===== src/core/bsf_map.vh =====
`ifndef BSF_MAP_VH
`define BSF_MAP_VH

// Widths of the payload word and the modulator symbol.
`define BSF_WORD_W 11
`define BSF_SYM_W 4
`define BSF_SHIFT_W 16
`define BSF_FIFO_DEPTH 8
`define BSF_FIFO_AW 3

// Formatter states.
`define BSF_ST_W 3
`define BSF_ST_IDLE 3'h0
`define BSF_ST_FETCH 3'h1
`define BSF_ST_FETCH_B 3'h2
`define BSF_ST_EMIT_N 3'h3
`define BSF_ST_EMIT_T 3'h4

// Symbol counters and their end values.
`define BSF_CNT_W 3
`define BSF_CNT_ZERO 3'h0
`define BSF_CNT_ONE 3'h1
`define BSF_PAUSE_SLOT 2'h3
`define BSF_NORM_LAST 3'h3
`define BSF_TERM_LAST 3'h7

// Bit positions inside the 16-bit symbol shift register.
`define BSF_TOP_HI 15
`define BSF_TOP_LO 14
`define BSF_ENC_BIT 13
`define BSF_PAD_W 5
`define BSF_PAD_ZERO 5'h00
`define BSF_TAIL_W 5

// Forced low bits of every fourth symbol.
`define BSF_LOW_ZERO 2'h0

// Encoder: constraint length seven, six memory bits, 171 and 133 octal.
`define BSF_ENC_MEM_W 6
`define BSF_ENC_ZERO 6'h00
`define BSF_POLY_A 7'h79
`define BSF_POLY_B 7'h5B

`endif


===== src/core/bsf_conv_enc.v =====
`timescale 1ns/1ps
`include "bsf_map.vh"

// Rate one-half, constraint-length seven convolutional encoder.
module bsf_conv_enc (
	input wire i_sys_clk,
	input wire i_reset,
	input wire i_step,
	input wire i_bit,
	output wire [1:0] o_code,
	output wire o_at_zero
);

	reg [`BSF_ENC_MEM_W-1:0] state_ff;
	wire [`BSF_ENC_MEM_W:0] taps;

	// Newest bit in the top position, then the six remembered bits.
	assign taps = {i_bit, state_ff};
	assign o_code = {^(taps & `BSF_POLY_A), ^(taps & `BSF_POLY_B)};
	assign o_at_zero = (state_ff == `BSF_ENC_ZERO);

	// The state moves only on a step; without a step it holds.
	always @(posedge i_sys_clk or posedge i_reset)
	begin
		if (i_reset)
			state_ff <= `BSF_ENC_ZERO;
		else if (i_step)
			state_ff <= taps[`BSF_ENC_MEM_W:1];
	end

endmodule // bsf_conv_enc


===== src/core/bsf_fifo.v =====
`timescale 1ns/1ps
`include "bsf_map.vh"

// Word buffer in front of the formatter; ready comes from a register.
module bsf_fifo #(
	parameter WIDTH = 12,
	parameter DEPTH = 8,
	parameter AW = 3
) (
	input wire i_sys_clk,
	input wire i_reset,
	input wire i_in_valid,
	input wire [WIDTH-1:0] i_in_data,
	output wire o_in_ready,
	output wire o_out_valid,
	output wire [WIDTH-1:0] o_out_data,
	input wire i_out_ready
);

	reg [WIDTH-1:0] mem_ff [0:DEPTH-1];
	reg [AW-1:0] wr_ptr_ff;
	reg [AW-1:0] rd_ptr_ff;
	reg [AW:0] count_ff;
	reg ready_ff;
	reg [AW:0] nxt_count;
	wire push;
	wire pop;

	assign push = i_in_valid && ready_ff;
	assign pop = i_out_ready && (count_ff != {(AW+1){1'b0}});
	assign o_in_ready = ready_ff;
	assign o_out_valid = (count_ff != {(AW+1){1'b0}});
	assign o_out_data = mem_ff[rd_ptr_ff];

	// Next fill level, counting simultaneous push and pop as no change.
	always @*
	begin
		nxt_count = count_ff;
		if (push && !pop)
			nxt_count = count_ff + {{AW{1'b0}}, 1'b1};
		else if (pop && !push)
			nxt_count = count_ff - {{AW{1'b0}}, 1'b1};
	end

	// Pointers, level and the registered ready flag.
	always @(posedge i_sys_clk or posedge i_reset)
	begin
		if (i_reset)
		begin
			wr_ptr_ff <= {AW{1'b0}};
			rd_ptr_ff <= {AW{1'b0}};
			count_ff <= {(AW+1){1'b0}};
			ready_ff <= 1'b0;
		end
		else
		begin
			if (push)
				wr_ptr_ff <= wr_ptr_ff + {{(AW-1){1'b0}}, 1'b1};
			if (pop)
				rd_ptr_ff <= rd_ptr_ff + {{(AW-1){1'b0}}, 1'b1};
			count_ff <= nxt_count;
			ready_ff <= (nxt_count != DEPTH[AW:0]);
		end
	end

	// Storage is written without reset; only read once valid.
	always @(posedge i_sys_clk)
	begin
		if (push)
			mem_ff[wr_ptr_ff] <= i_in_data;
	end

endmodule // bsf_fifo


===== src/core/bsf_formatter.v =====
`timescale 1ns/1ps
`include "bsf_map.vh"

// Summary of operation
// - Payload is fetched only after the header-done pulse arrives.
// - Each 11-bit word splits into groups of three, three, three, two bits.
// - First two bits of a 3-bit group pass through; third feeds the encoder.
// - The two encoder outputs form the symbol's low two bits.
// - Fourth symbol of a word carries the 2-bit group over forced zeros.
// - On every fourth symbol the encoder holds state and is not used.
// - Last 16 bits make eight symbols; six zeros flush the encoder.
// - Encoder starts each burst at zero since the last one flushed it.
// - Tail symbols one and two take the first group, then group two's first bit.
// - Tail symbol three takes middle and last of group two, coded zero.
// - Tail symbol four takes group three's first two bits over zeros.
// - Tail symbol five: group three's last bit and 2-bit group's first.
// - Tail symbol six: 2-bit group's last bit, final word's first bit.
// - Tail symbol seven: next two bits, last zero clocked into encoder.
// - Tail symbol eight: final two data bits over forced zeros.
module bsf_formatter (
	input wire i_sys_clk,
	input wire i_reset,
	input wire i_header_done,
	input wire i_word_valid,
	input wire [`BSF_WORD_W-1:0] i_word,
	input wire i_word_tail,
	output wire o_word_ready,
	output reg [`BSF_SYM_W-1:0] o_sym_ff,
	output reg o_sym_valid_ff,
	input wire i_sym_ready,
	output reg o_busy_ff,
	output reg o_burst_done_ff
);

	reg [`BSF_ST_W-1:0] state_ff;
	reg [`BSF_ST_W-1:0] nxt_state;
	reg [`BSF_SHIFT_W-1:0] shift_ff;
	reg [`BSF_SHIFT_W-1:0] nxt_shift;
	reg [`BSF_CNT_W-1:0] cnt_ff;
	reg [`BSF_CNT_W-1:0] nxt_cnt;
	reg [`BSF_SYM_W-1:0] nxt_sym;
	reg nxt_sym_valid;
	reg nxt_done;
	reg enc_step;
	reg enc_bit;
	reg fifo_pop;
	wire fifo_valid;
	wire [`BSF_WORD_W:0] fifo_data;
	wire [`BSF_WORD_W:0] in_data;
	wire [1:0] enc_code;
	wire out_free;
	wire pause_slot;
	wire fifo_tail;
	wire [`BSF_WORD_W-1:0] fifo_word;

	// Pause slot test, shared by normal words and the tail.
	function is_pause;
		input [`BSF_CNT_W-1:0] cnt;
		begin
			is_pause = (cnt[1:0] == `BSF_PAUSE_SLOT);
		end
	endfunction

	// Symbol built from two upper bits and two low bits.
	function [`BSF_SYM_W-1:0] make_sym;
		input [1:0] upper;
		input [1:0] lower;
		begin
			make_sym = {upper, lower};
		end
	endfunction

	// Leading pair of the symbol shift register: the next upper bits.
	function [1:0] top_pair;
		input [`BSF_SHIFT_W-1:0] sh;
		begin
			top_pair = sh[`BSF_TOP_HI:`BSF_TOP_LO];
		end
	endfunction

	// Drops one 3-bit group: two pass-through bits and the coded bit.
	function [`BSF_SHIFT_W-1:0] drop_group;
		input [`BSF_SHIFT_W-1:0] sh;
		begin
			drop_group = {sh[`BSF_ENC_BIT-1:0], 3'h0};
		end
	endfunction

	// Drops one pair of tail bits; zeros fill from the bottom.
	function [`BSF_SHIFT_W-1:0] drop_pair;
		input [`BSF_SHIFT_W-1:0] sh;
		begin
			drop_pair = {sh[`BSF_ENC_BIT:0], `BSF_LOW_ZERO};
		end
	endfunction

	// Symbol counter step; every fetch restarts the count at zero.
	function [`BSF_CNT_W-1:0] count_up;
		input [`BSF_CNT_W-1:0] cnt;
		begin
			count_up = cnt + `BSF_CNT_ONE;
		end
	endfunction

	// True on the last of the eight tail symbols.
	function is_tail_end;
		input [`BSF_CNT_W-1:0] cnt;
		begin
			is_tail_end = (cnt == `BSF_TERM_LAST);
		end
	endfunction

	// A normal word, left aligned above zero padding.
	function [`BSF_SHIFT_W-1:0] load_word;
		input [`BSF_WORD_W-1:0] word;
		begin
			load_word = {word, `BSF_PAD_ZERO};
		end
	endfunction

	// The tail flag travels beside each word through the buffer.
	assign in_data = {i_word_tail, i_word};

	// Word buffer; its registered ready stalls the word source.
	bsf_fifo #(
		.WIDTH(`BSF_WORD_W + 1),
		.DEPTH(`BSF_FIFO_DEPTH),
		.AW(`BSF_FIFO_AW)
	) u_fifo (
		.i_sys_clk(i_sys_clk),
		.i_reset(i_reset),
		.i_in_valid(i_word_valid),
		.i_in_data(in_data),
		.o_in_ready(o_word_ready),
		.o_out_valid(fifo_valid),
		.o_out_data(fifo_data),
		.i_out_ready(fifo_pop)
	);

	// Encoder; it is never reset between bursts, only at power up.
	bsf_conv_enc u_enc (
		.i_sys_clk(i_sys_clk),
		.i_reset(i_reset),
		.i_step(enc_step),
		.i_bit(enc_bit),
		.o_code(enc_code),
		.o_at_zero()
	);

	// A new symbol may be loaded when the output holds none or is taken.
	assign out_free = !o_sym_valid_ff || i_sym_ready;
	assign pause_slot = is_pause(cnt_ff);

	// Tail flag and payload bits of the word at the buffer head.
	assign fifo_tail = fifo_data[`BSF_WORD_W];
	assign fifo_word = fifo_data[`BSF_WORD_W-1:0];

	// Sequencer: fetch a word, split it into symbols, run the tail.
	always @*
	begin
		nxt_state = state_ff;
		nxt_shift = shift_ff;
		nxt_cnt = cnt_ff;
		nxt_sym = o_sym_ff;
		nxt_sym_valid = o_sym_valid_ff && !i_sym_ready;
		nxt_done = 1'b0;
		enc_step = 1'b0;
		enc_bit = 1'b0;
		fifo_pop = 1'b0;
		case (state_ff)
			`BSF_ST_IDLE:
			begin
				// Header symbols are out; payload may now be read.
				if (i_header_done)
					nxt_state = `BSF_ST_FETCH;
			end
			`BSF_ST_FETCH:
			begin
				// Take one word, left aligned in the shift register.
				if (fifo_valid)
				begin
					fifo_pop = 1'b1;
					nxt_shift = load_word(fifo_word);
					nxt_cnt = `BSF_CNT_ZERO;
					if (fifo_tail)
						nxt_state = `BSF_ST_FETCH_B;
					else
						nxt_state = `BSF_ST_EMIT_N;
				end
			end
			`BSF_ST_FETCH_B:
			begin
				// Final word: its first five bits complete the 16.
				if (fifo_valid)
				begin
					fifo_pop = 1'b1;
					nxt_shift = {shift_ff[`BSF_SHIFT_W-1:`BSF_TAIL_W],
						fifo_word[`BSF_WORD_W-1:
						`BSF_WORD_W-`BSF_TAIL_W]};
					nxt_cnt = `BSF_CNT_ZERO;
					nxt_state = `BSF_ST_EMIT_T;
				end
			end
			`BSF_ST_EMIT_N:
			begin
				if (out_free)
				begin
					nxt_sym_valid = 1'b1;
					nxt_cnt = count_up(cnt_ff);
					if (pause_slot)
					begin
						// Two-bit group over zeros; encoder paused.
						nxt_sym = make_sym(
							top_pair(shift_ff),
							`BSF_LOW_ZERO);
						nxt_state = `BSF_ST_FETCH;
					end
					else
					begin
						// Two pass-through bits over the coded pair.
						enc_step = 1'b1;
						enc_bit = shift_ff[`BSF_ENC_BIT];
						nxt_sym = make_sym(
							top_pair(shift_ff),
							enc_code);
						nxt_shift = drop_group(shift_ff);
					end
				end
			end
			`BSF_ST_EMIT_T:
			begin
				// Tail: every bit passes through, two per symbol.
				if (out_free)
				begin
					nxt_sym_valid = 1'b1;
					nxt_cnt = count_up(cnt_ff);
					nxt_shift = drop_pair(shift_ff);
					if (pause_slot)
					begin
						nxt_sym = make_sym(
							top_pair(shift_ff),
							`BSF_LOW_ZERO);
					end
					else
					begin
						// Zeros enter the encoder to flush it.
						enc_step = 1'b1;
						enc_bit = 1'b0;
						nxt_sym = make_sym(
							top_pair(shift_ff),
							enc_code);
					end
					if (is_tail_end(cnt_ff))
					begin
						nxt_state = `BSF_ST_IDLE;
						nxt_done = 1'b1;
					end
				end
			end
			default:
			begin
				nxt_state = `BSF_ST_IDLE;
			end
		endcase
	end

	// Sequencer state, bit shift register and symbol counter.
	always @(posedge i_sys_clk or posedge i_reset)
	begin
		if (i_reset)
		begin
			state_ff <= `BSF_ST_IDLE;
			shift_ff <= {`BSF_SHIFT_W{1'b0}};
			cnt_ff <= `BSF_CNT_ZERO;
		end
		else
		begin
			state_ff <= nxt_state;
			shift_ff <= nxt_shift;
			cnt_ff <= nxt_cnt;
		end
	end

	// Symbol output stage; it holds until the modulator side takes it.
	always @(posedge i_sys_clk or posedge i_reset)
	begin
		if (i_reset)
		begin
			o_sym_ff <= {`BSF_SYM_W{1'b0}};
			o_sym_valid_ff <= 1'b0;
		end
		else
		begin
			o_sym_ff <= nxt_sym;
			o_sym_valid_ff <= nxt_sym_valid;
		end
	end

	// Status flags; busy falls as the last tail symbol is loaded.
	always @(posedge i_sys_clk or posedge i_reset)
	begin
		if (i_reset)
		begin
			o_busy_ff <= 1'b0;
			o_burst_done_ff <= 1'b0;
		end
		else
		begin
			o_busy_ff <= (nxt_state != `BSF_ST_IDLE);
			o_burst_done_ff <= nxt_done;
		end
	end

endmodule // bsf_formatter


===== config.mk =====
export PLATFORM = sky130hd
export DESIGN_NAME = bsf_formatter
export DESIGN_NICKNAME = d
export VERILOG_FILES = /design/src/core/bsf_conv_enc.v /design/src/core/bsf_fifo.v /design/src/core/bsf_formatter.v
export VERILOG_INCLUDE_DIRS = /design/src /design/src/core
export SDC_FILE = /design/constraint.sdc
export NUM_CORES = 1
export LEC_CHECK = 0
export ABC_AREA = 1
export BUFFER_PORTS_ARGS = -buffer_cell sky130_fd_sc_hd__buf_2
export CORE_UTILIZATION = 45
export DETAILED_ROUTE_END_ITERATION = 12
export PLACE_DENSITY = 0.58
export SLEW_MARGIN = 30
export SYNTH_ARGS = -nofsm -noshare
export SYNTH_HDL_FRONTEND = slang
export SYNTH_SLANG_ARGS = --single-unit
export TNS_END_PERCENT = 5

===== constraint.sdc =====
create_clock -name i_sys_clk -period 4.9 [get_ports i_sys_clk]
set_input_delay 0.49 -clock i_sys_clk [delete_from_list [all_inputs] [get_ports i_sys_clk]]
set_output_delay 0.49 -clock i_sys_clk [all_outputs]
set_load 0.005 [all_outputs]

==> key figures, run 1 <==
Drt
  – Via total after detailed routing: ~4.2k
  – Drt initial violations: around 330
  – Total Wirelength: 12.87 mm
  – Post-route ant nets: 0
  – Wire per inst: roughly 16 microns
  – Highest metal layer used by the detailed router: met4
  – Length of routed wiring on met1: 6.008 mm
  – Post-route DRC violation count: 0
  – Met2 wire len: 6.233 mm
  – Total met3 wirelength after detailed routing: 387 microns
  – Routed via count divided by cell count: 5.107
  – Number of detailed-route iterations in the first pass: 4

Global route
  – Antenna violations before repair: 0
  – GRT overflow: 0
  – GRT Overall Usage: 0.1964
  – Pin count of the biggest net entering global routing: 51
  – Via count of the first global-routing pass: 4,090
  – Global-route wire length before repair: approximately 21 mm

CTS
  – CTS max path bufs: 2
  – H-tree level count: 4
  – Clock tree from TritonCTS: built
  – CTS buffer count: 17
  – Clock slew seen by the registers of the worst setup and hold paths: 0.06 ns
  – Buffer count from post-CTS setup fixing: 0
  – Number of sinks driven by the clock tree: about 140
  – Clock latency on the worst-skew pair: 0.42 ns
  – Clock root buffer: clkbuf_16
  – Post-cts gate resize count: 0
  – Number of buffers inserted for hold repair after clock tree synthesis: 0

Yosys
  – Count of flip-flops with a built-in enable after synthesis: between 90 and 100
  – Compound-Gate Fraction of Synth Area: 0.09551
  – Adder-cell share of the synthesized area: 0.01396
  – Part of the Yosys area used for sequential elements: 0.6429
  – Largest family of logic cells by synthesized area: simple AND/OR/NAND/NOR gates
  – Async set-or-reset flop fraction in the synthesized netlist: 0.3239
  – #FFs+latches synth: 142
  – Post-synthesis cell type with the largest combined area: edfxtp_1
  – Mean Syn Cell Area: 10.49 sq um
  – Most used flip-flop cell after synthesis: edfxtp_1
  – Most common cell in the netlist: nor2_1
  – Post-synthesis share of cell area spent on and, or, nand and nor gates: 0.1866
  – Gate count after technology mapping: 598
  – Mux contribution to synthesized area: 0.005384
  – Post-synthesis cell type count: 34
  – Ranking of synthesized cells by instance count: 110 x nor2_1, 96 x edfxtp_1, 94 x nand2_1, 74 x o21ai_0, 46 x dfrtp_1
  – Syn. warnings: 0
  – Share of Yosys cell area claimed by the top area cell type: 0.4594
  – Largest cells by area after synthesis: edfxtp_1 46%, dfrtp_1 18%, nor2_1 6.6%
  – Fraction of synthesized cell area in xor and xnor cells: 0.01256
  – Net Count, Synth: 622
  – Post-synthesis instance area: 6275 sq um

Placed design
  – Buffers added on ports: 24
  – DP Cell Count: ~780
  – Post-DP HPWL: 8.448 mm
  – Routability cong.: 0.7723

STA
  – Final worst path period share: 0.4939
  – Crit path time final: 2.420 ns
  – Accumulated negative setup slack: 0 ns
  – Setup repair after global routing missed its margin: no
  – Final setup violation count: 0
  – Max Clock Skew: around 0.0052 ns
  – Pins Over Slew Limit: 0
  – Hold Worst Slack: roughly 0.15 ns
  – Final hold vios: 0
  – Relative slew slack: 0.3795
  – Upper clock frequency limit: 413.2 MHz
  – Tightest Pin Transition: 0.9308 ns

Pwr
  – Proportion of power drawn by flip-flops and latches: 0.368
  – Clock group share of total power: 0.286
  – Switching part of the total power: 0.3693
  – Leakage power total: roughly 2.9 nW
  – Comb power frac: 0.346
  – Maximum resistive drop on vdd: around 270 uV
  – Total power divided by cell area: between 600 and 700 nW/um^2
  – Internal Pwr Total: 3.118 mW
  – Switching power total: 1.826 mW

Cells and area
  – Layout Nets: 649
  – Number of diodes added for antenna fixing: 0
  – Area of all sequential standard cells: 4034 sq um
  – Area of combinational cells with multiple inputs: 1978 sq um
  – Final-layout fill cell count: 1,222
  – Number of cells in the finished layout apart from fillers: 814
  – Share of post-route cells with drive strength above 1: 0.1630
  – Area growth syn-to-layout: 14.82%
  – Post-layout util: 0.5376

Setup path
  – Crit end category: register
  – Critical path arrival: 2.75 ns
  – Highest fanout seen on the critical path: 30
  – Startpoint types: register
  – Worst setup path class: register to register
  – Depth of the worst register-to-register path: 8
  – Required time at the worst-slack endpoint: ~5.2 ns

Hold path
  – Kind of path behind the tightest hold check: input port to async pin

Floorplanning
  – Boundary Pins: 25
  – Initial cell density of the core: 0.4683
  – Row Count: 42
  – Horiz. Die Dim: 120.1 microns
  – Total Die Area: 14,420 sq um
  – Height of the chip: 120.1 microns
  – Standard cell core area: 13,400 sq um

Flow run
  – Max-cap viol count: 0

Run status
  – Status: completed
-- cell usage in the layout, fill, tap and decap left out, types with 2 or more instances in the layout --
cell type  count
clkinv_2       3
inv_4          2
nand3_1       27
xnor2_1        2
a21oi_1        4
ha_1           7
dfrtp_1       46
nand2_1       94
a21oi_2        4
edfxtp_1      96
nor3_1         8
clkbuf_16     17
clkbuf_1       2
nand3_2        4
inv_1         31
o211ai_1       4
nor2_2        14
buf_2         24
mux2_2         3
o22ai_1       16
o21ai_1        4
inv_2          5
clkinv_1       2
nor2_1       107
xor2_1         7
nand2_4        3
bufinv_16      6
nand2_2        6
nand4_1        2
buf_4          7
o21ai_0       74
-- critical path, cell delays in order, from the launching register on --
cell	delay, ns
dfrtp_1	0.95
inv_1	0.58
nor2_1	0.20
o21ai_0	0.09
o21ai_0	0.10
nand2_1	0.06
nand2_1	0.10
nand2_1	0.06
a21oi_1	0.19
-- registers in the layout (all words and copies together) (netlist names) --
name               flops
shift_ff              16
state_ff               3
o_sym_ff               4
u_fifo.o_in_ready      1
u_enc.state_ff         6
o_busy_ff              1
cnt_ff                 3
u_fifo.rd_ptr_ff       3
o_sym_valid_ff         1
u_fifo.wr_ptr_ff       3
u_fifo.mem_ff         96
o_burst_done_ff        1
u_fifo.count_ff        4
-- cell families after synthesis --
| group | after synthesis |
|---|---|
| buffers and inverters | 61 |
| flip-flops | 142 |
| adder cells (fa/ha/maj) | 7 |
| XOR/XNOR | 9 |
| AO/OA/AOI/OAI | 108 |
| AND/OR/NAND/NOR | 268 |
| multiplexers | 3 |
-- per-layer routing --
| metal | track usage | vias up |
|---|---|---|
| li1 | - | 2091 |
| met1 | 0.2578 | 1985 |
| met2 | 0.3150 | 64 |
| met3 | 0.03850 | 17 |
| met4 | 0.08828 | 0 |
| met5 | 0 | - |
-- final timing paths --
path	startpoint	end	slack, ns
worst max-delay path	u_fifo.rd_ptr_ff[1]$_DFFE_PP0P_	shift_ff[15]$_DFFE_PP0P_	2.48
worst min-delay path	i_reset	u_fifo.wr_ptr_ff[1]$_DFFE_PP0P_	0.15
worst max register to register	u_fifo.rd_ptr_ff[1]$_DFFE_PP0P_	shift_ff[15]$_DFFE_PP0P_	2.48
worst min register to register	o_sym_ff[3]$_DFFE_PP0P_	o_sym_ff[3]$_DFFE_PP0P_	0.50
max in group asynchronous	i_reset	shift_ff[3]$_DFFE_PP0P_	4.36
min in group i_sys_clk	i_header_done	state_ff[0]$_DFF_PP0_	0.34
-- layout make-up --
type / instances / share of cell area
Sequential cell: 142 / 0.5599
Clock inverter: 13 / 0.03039
Timing Repair Buffer: 31 / 0.02397
Clock buffer: 19 / 0.06009
Inverter: 38 / 0.02049
Multi-Input combinational cell: 395 / 0.2746
Tap cell: 176 / 0.03057
-- stage by stage --
| stage | cell area, sq um | worst slack [ns] | power, mW |
|---|---|---|---|
| floorplan | 6275 | 3.061 | 3.119 |
| global placement | 6543 | 2.385 | 3.516 |
| detailed placement | 6553 | 2.509 | 3.560 |
| CTS | 7204 | 2.481 | 4.990 |
| global route | 7204 | 2.194 | 5.312 |
| finish | 7204 | 2.480 | 4.944 |
-- power by group through the flow --
stage	sequential, mW	clock, mW	combinational, mW
6_report	1.82	1.42	1.71
5_1_grt	1.86	1.49	1.96
4_1_cts	1.82	1.44	1.73
3_5_place_dp	1.84	0	1.72
3_3_place_gp	1.83	0	1.69
2_1_floorplan	1.75	0	1.37
(Power assumes the default switching activity.)
==> run 2, diff against run 1 <==
==> constraint.sdc (replaced) <==
create_clock -name i_sys_clk -period 2.3 [get_ports i_sys_clk]
set_input_delay 0.23 -clock i_sys_clk [delete_from_list [all_inputs] [get_ports i_sys_clk]]
set_output_delay 0.23 -clock i_sys_clk [all_outputs]
set_load 0.005 [all_outputs]
==> key figures, run 2 (synthesis results as in run 1) <==
Global route
  – Via count of the first global-routing pass: roughly 4.1k
  – GRT Overall Usage: 0.1945
  – Global-route wire length before repair: 20.81 mm
  – GRT overflow: 0
  – Pin count of the biggest net entering global routing: 37
  – Antenna violations before repair: 0

Setup path
  – Worst setup path class: register to register
  – Cell type group with the largest total delay on the critical path: simple AND/OR/NAND/NOR gates
  – Highest fanout seen on the critical path: 11
  – Largest incremental delay on the critical path: 0.56 ns
  – Critical path arrival: 2.36 ns
  – Slowest library cell on the worst path: nor2_1
  – Crit end category: register
  – Startpoint types: register
  – Most used cell, CP: nor2_1
  – Required time at the worst-slack endpoint: 2.65 ns
  – Buf/Inv on CP: 0
  – Ordered list of cells on the worst path: nor2_2 > nand2_2 > nand2_4 > nor2_1 > o21ai_0 > nor2_1 > nor2_1 > nor2_1

Cells and area
  – Share of post-route cells with drive strength above 1: 0.1751
  – Most common cell after layout, fill and taps aside: nor2_1
  – Most flop-heavy register: u_fifo.mem_ff
  – Final std cell area, no fill: 7239 sq um
  – Commonest cells after routing, fill and taps aside: 110 x nor2_1, 96 x edfxtp_1, 94 x nand2_1
  – Final-layout fill cell count: 1,189
  – Area of all sequential standard cells: 4034 sq um
  – Largest registers ranked by flip-flop count: u_fifo.mem_ff: 96 flops, shift_ff: 16 flops, u_enc.state_ff: 6 flops
  – Number of diodes added for antenna fixing: 0
  – Layout Nets: around 660
  – Area growth syn-to-layout: 15.37%
  – Area of combinational cells with multiple inputs: 1971 sq um
  – Post-layout util: 0.5402
  – Largest register FFs: 96

Floorplanning
  – Boundary Pins: 25
  – Total Die Area: ~14,000 sq um
  – Initial cell density of the core: 0.4683
  – Standard cell core area: 13,400 sq um
  – Row Count: 42
  – Height of the chip: 120.1 microns
  – Horiz. Die Dim: 120.1 microns

CTS
  – Clock slew seen by the registers of the worst setup and hold paths: 0.06 ns
  – Clock latency on the worst-skew pair: between 0.4 and 0.5 ns
  – H-tree level count: 4
  – CTS max path bufs: 2
  – Buffer count from post-CTS setup fixing: 0
  – Clock root buffer: clkbuf_16
  – Clock tree from TritonCTS: built
  – CTS buffer count: 17
  – Number of sinks driven by the clock tree: ~140

Drt
  – Post-route ant nets: 0
  – Wire per inst: 15.33 microns
  – Routed via count divided by cell count: 5.087
  – Post-route DRC violation count: 0
  – Drt initial violations: 267
  – Total Wirelength: 12.68 mm
  – Via total after detailed routing: 4,207
  – Number of detailed-route iterations in the first pass: 4

STA
  – Setup repair after global routing missed its margin: no
  – Relative slew slack: 0.5239
  – Hold Worst Slack: between 0.07 and 0.08 ns
  – Accumulated negative setup slack: 0 ns
  – Upper clock frequency limit: 496.4 MHz
  – Final worst path period share: 0.8759
  – Final hold vios: 0
  – Final setup violation count: 0
  – Pins Over Slew Limit: 0
  – Tightest Pin Transition: 0.7116 ns
  – Max Clock Skew: between 0.006 and 0.007 ns
  – Crit path time final: 2.015 ns

Placed design
  – Routability cong.: 0.8142
  – Post-DP HPWL: 8.191 mm
  – Cell Area, Placed: 6633 sq um
  – Buffers added on ports: 24

Flow run
  – Max-cap viol count: 0

Hold path
  – Kind of path behind the tightest hold check: input port to register

Pwr
  – Maximum resistive drop on vdd: 614.5 uV
  – Leakage power total: 2.910 nW
  – Total power divided by cell area: 1426 nW/um^2

Run status
  – Status: completed
[run 2: cell types whose count changed in the layout (fill, tap and decap cells not counted)]
cell / delta
inv_2: +1
clkinvlp_4: +2
nor2_2: -3
inv_8: +1
buf_4: +12
inv_6: +2
inv_4: -1
nor2_1: +3
bufinv_16: -3
clkinv_1: -1
clkinv_2: -1
dlygate4sd3_1: +1
[run 2: metal layers]
layer | vias up | global-route usage | share of wire
met1 | 2018 | 0.2545 | 0.49
met2 | 65 | 0.3075 | 0.47
met4 | 0 | 0.07656 | 0.012
met3 | 12 | 0.05181 | 0.033
li1 | 2112 | - | -
met5 | - | 0 | 0
[run 2: timing repair]
action | 4_1_cts | 5_1_grt
setup endpoints to repair | 0 | 0
gates resized for setup | 0 | 0
hold buffers | 1 | 0
hold endpoints to repair | 23 | 0
[run 2: final timing paths]
kind	from	end	slack (ns)	cells past startpoint
min in group asynchronous	i_reset	o_burst_done_ff$_DFF_PP0_	0.41	3
max in group asynchronous	i_reset	state_ff[2]$_DFF_PP0_	1.29	4
hold reg to reg	o_sym_ff[1]$_DFFE_PP0P_	o_sym_ff[1]$_DFFE_PP0P_	0.47	2
hold / removal	i_word[7]	u_fifo.mem_ff[0][7]$_DFFE_PP_	0.07	1
setup reg to reg	state_ff[2]$_DFF_PP0_	shift_ff[5]$_DFFE_PP0P_	0.29	8
setup / recovery	state_ff[2]$_DFF_PP0_	shift_ff[5]$_DFFE_PP0P_	0.29	8
[run 2: final cells by class]
cell class                      count  share of cell area
Multi-Input combinational cell    395              0.2722
Timing Repair Buffer               44             0.03768
Inverter                           38             0.02005
Sequential cell                   142              0.5572
Tap cell                          176             0.03042
Clock buffer                       19             0.05980
Clock inverter                     13             0.02264
[run 2: stage by stage]
stage | setup WS, ns | cells | total power, mW
2_1_floorplan | 0.5979 | 598 | 6.645
3_3_place_gp | 0.3858 | 794 | 7.577
3_5_place_dp | 0.3210 | 794 | 7.649
4_1_cts | 0.2987 | 827 | 10.42
5_1_grt | 0.1146 | 827 | 11.09
6_report | 0.2855 | 827 | 10.32
[run 2: power breakdown]
group | leakage, nW | internal, mW | switching (mW)
Sequential | 1.43 | 3.41 | 0.360
Clock | 0.283 | 1.71 | 1.04
Combinational | 1.20 | 1.30 | 2.51
==> run 3, diff against run 2 <==
--- a/config.mk
+++ b/config.mk
@@ -10,6 +10,7 @@
 export BUFFER_PORTS_ARGS = -buffer_cell sky130_fd_sc_hd__buf_2
 export CORE_UTILIZATION = 45
 export DETAILED_ROUTE_END_ITERATION = 12
+export GPL_TIMING_DRIVEN = 0
 export PLACE_DENSITY = 0.58
 export SLEW_MARGIN = 30
 export SYNTH_ARGS = -nofsm -noshare
==> key figures, run 3 (synthesis results as in run 1) <==
CTS
  – CTS buffer count: 17
  – Buffer count from post-CTS setup fixing: 0
  – Clock tree from TritonCTS: built
  – CTS max path bufs: 2
  – Clock root buffer: clkbuf_16
  – H-tree level count: 4
  – Clock slew seen by the registers of the worst setup and hold paths: around 0.06 ns
  – Post-cts gate resize count: 0
  – Clock latency on the worst-skew pair: between 0.4 and 0.5 ns
  – Number of sinks driven by the clock tree: 142

Global route
  – GRT overflow: 0
  – Antenna violations before repair: 0
  – Pin count of the biggest net entering global routing: 47
  – Global-route wire length before repair: approximately 22 mm
  – Via count of the first global-routing pass: 4,307
  – GRT Overall Usage: 0.2083

STA
  – Accumulated negative setup slack: 0 ns
  – Relative slew slack: 0.4347
  – Final hold vios: 0
  – Setup repair after global routing missed its margin: no
  – Pins Over Slew Limit: 0
  – Final setup violation count: 0
  – Max Clock Skew: 0.008266 ns
  – Final worst path period share: 0.8813
  – Upper clock frequency limit: 493.4 MHz
  – Crit path time final: 2.027 ns
  – Tightest Pin Transition: 0.8470 ns

Floorplanning
  – Horiz. Die Dim: 120.1 microns
  – Total Die Area: 14,420 sq um
  – Boundary Pins: 25
  – Standard cell core area: about 13,000 sq um
  – Initial cell density of the core: 0.4683
  – Row Count: 42
  – Height of the chip: 120.1 microns

Setup path
  – Critical path arrival: 2.33 ns
  – Worst reg2reg setup slack: between 0.2 and 0.3 ns
  – Launch instance of the worst register-to-register path: u_fifo.count_ff[0]$_DFF_PP0_
  – Buf/Inv on CP: 3
  – Crit end category: register
  – Largest incremental delay on the critical path: 0.42 ns
  – Ordered list of cells on the worst path: inv_1 > ha_1 > nand2_1 > nor2_2 > inv_1 > o21ai_4 > nor2_8 > buf_8 > nor2_2 > a21oi_2
  – Worst setup path class: register to register
  – R2R Path End: shift_ff[14]$_DFFE_PP0P_
  – Depth of the worst register-to-register path: 10
  – Logic depth of the worst path, buffers included: 10
  – Slowest library cell on the worst path: dfrtp_1
  – Setup crit start: u_fifo.count_ff[0]$_DFF_PP0_
  – Highest fanout seen on the critical path: 10
  – Startpoint types: register
  – Cell type group with the largest total delay on the critical path: simple AND/OR/NAND/NOR gates
  – Critical path endpoint: shift_ff[14]$_DFFE_PP0P_
  – Required time at the worst-slack endpoint: 2.60 ns

Cells and area
  – Most common cell after layout, fill and taps aside: nor2_1
  – Largest register FFs: 96
  – Most flop-heavy register: u_fifo.mem_ff
  – Share of post-route cells with drive strength above 1: 0.1781
  – Largest registers ranked by flip-flop count: u_fifo.mem_ff: 96 flops, shift_ff: 16 flops, u_enc.state_ff: 6 flops
  – Final std cell area, no fill: 7320 sq um
  – Number of cells in the finished layout apart from fillers: 833
  – Post-layout util: 0.5462
  – Commonest cells after routing, fill and taps aside: 102 x nor2_1, 96 x edfxtp_1, 94 x nand2_1
  – Layout Nets: 668
  – Number of diodes added for antenna fixing: 0
  – Area growth syn-to-layout: 16.65%

Drt
  – Routed via count divided by cell count: 5.271
  – Via total after detailed routing: 4,391
  – Post-route ant nets: 0
  – Post-route DRC violation count: 0
  – Wire per inst: roughly 17 microns
  – Drt initial violations: 259
  – Total Wirelength: 13.83 mm
  – Number of detailed-route iterations in the first pass: 6

Pwr
  – Final total power: 10.81 mW
  – Maximum resistive drop on vdd: about 700 uV
  – Total power divided by cell area: 1477 nW/um^2
  – Leakage power total: 2.917 nW

Hold path
  – Kind of path behind the tightest hold check: input port to register

Placed design
  – Post-DP HPWL: 9.187 mm
  – Buffers added on ports: 24
  – DP Cell Count: 800
  – Cell Area, Placed: approximately 6700 sq um
  – Routability cong.: 0.7910

Run status
  – Status: completed

Flow run
  – Max-cap viol count: 0
## run 3: cell count changes in the layout (fill, tap and decap cells not counted), moves of 2 or more
cell	previous run	this run
clkinv_2	2	0
buf_8	0	2
nor2_1	110	102
buf_2	24	31
clkbuf_1	2	14
buf_4	19	3
bufinv_16	3	5
buf_6	0	2
nor2_2	11	19
## run 3: metrics by stage
stage | worst slack [ns] | hold WS, ns
after global placement | -0.06196 | 0.4615
after global routing | 0.06286 | 0.06568
after floorplan | 0.5979 | 0.3289
after CTS | 0.2862 | 0.05947
final | 0.2731 | 0.07462
after detailed placement | 0.3111 | 0.3452
## run 3: what timing repair did
item,4_1_cts,5_1_grt
endpoints found under the setup margin,0,0
hold endpoints to repair,46,0
hold buffers,1,0
## run 3: worst min path at each step
| stage | startpoint | endpoint | slack (ns) | cells past startpoint |
|---|---|---|---|---|
| after CTS | i_word[10] | u_fifo.mem_ff[2][10]$_DFFE_PP_ | 0.06 | 1 |
| after global placement | o_sym_ff[1]$_DFFE_PP0P_ | o_sym_ff[1]$_DFFE_PP0P_ | 0.46 | 2 |
| final | i_word[7] | u_fifo.mem_ff[4][7]$_DFFE_PP_ | 0.07 | 1 |
| after floorplan | i_word[0] | u_fifo.mem_ff[0][0]$_DFFE_PP_ | 0.33 | 0 |
| after global routing | i_word[9] | u_fifo.mem_ff[5][9]$_DFFE_PP_ | 0.07 | 1 |
| after detailed placement | i_reset | o_busy_ff$_DFF_PP0_ | 0.35 | 2 |
## run 3: layer usage
layer	GRT usage	part of all wire	vias to the layer above
li1	-	-	2128
met1	0.2646	0.44	2152
met2	0.3398	0.50	90
met3	0.04610	0.040	21
met4	0.09453	0.021	0
met5	0	0	-
## run 3: power breakdown
| group | leakage (nW) | switching [mW] | internal, mW |
|---|---|---|---|
| combinational | 1.18 | 2.71 | 1.33 |
| clock | 0.306 | 1.07 | 1.94 |
| sequential | 1.43 | 0.348 | 3.41 |
## run 3: cell type report
class	count	area, sq um
plain buffers	23	125.1
clock buffers	20	436.7
clock inverters	12	209.0
fillers	1191	6081
inverters	38	147.6
multi-input cells	395	1991
flip-flops and latches	142	4034
well taps	176	220.2
repair buffers	27	156.4
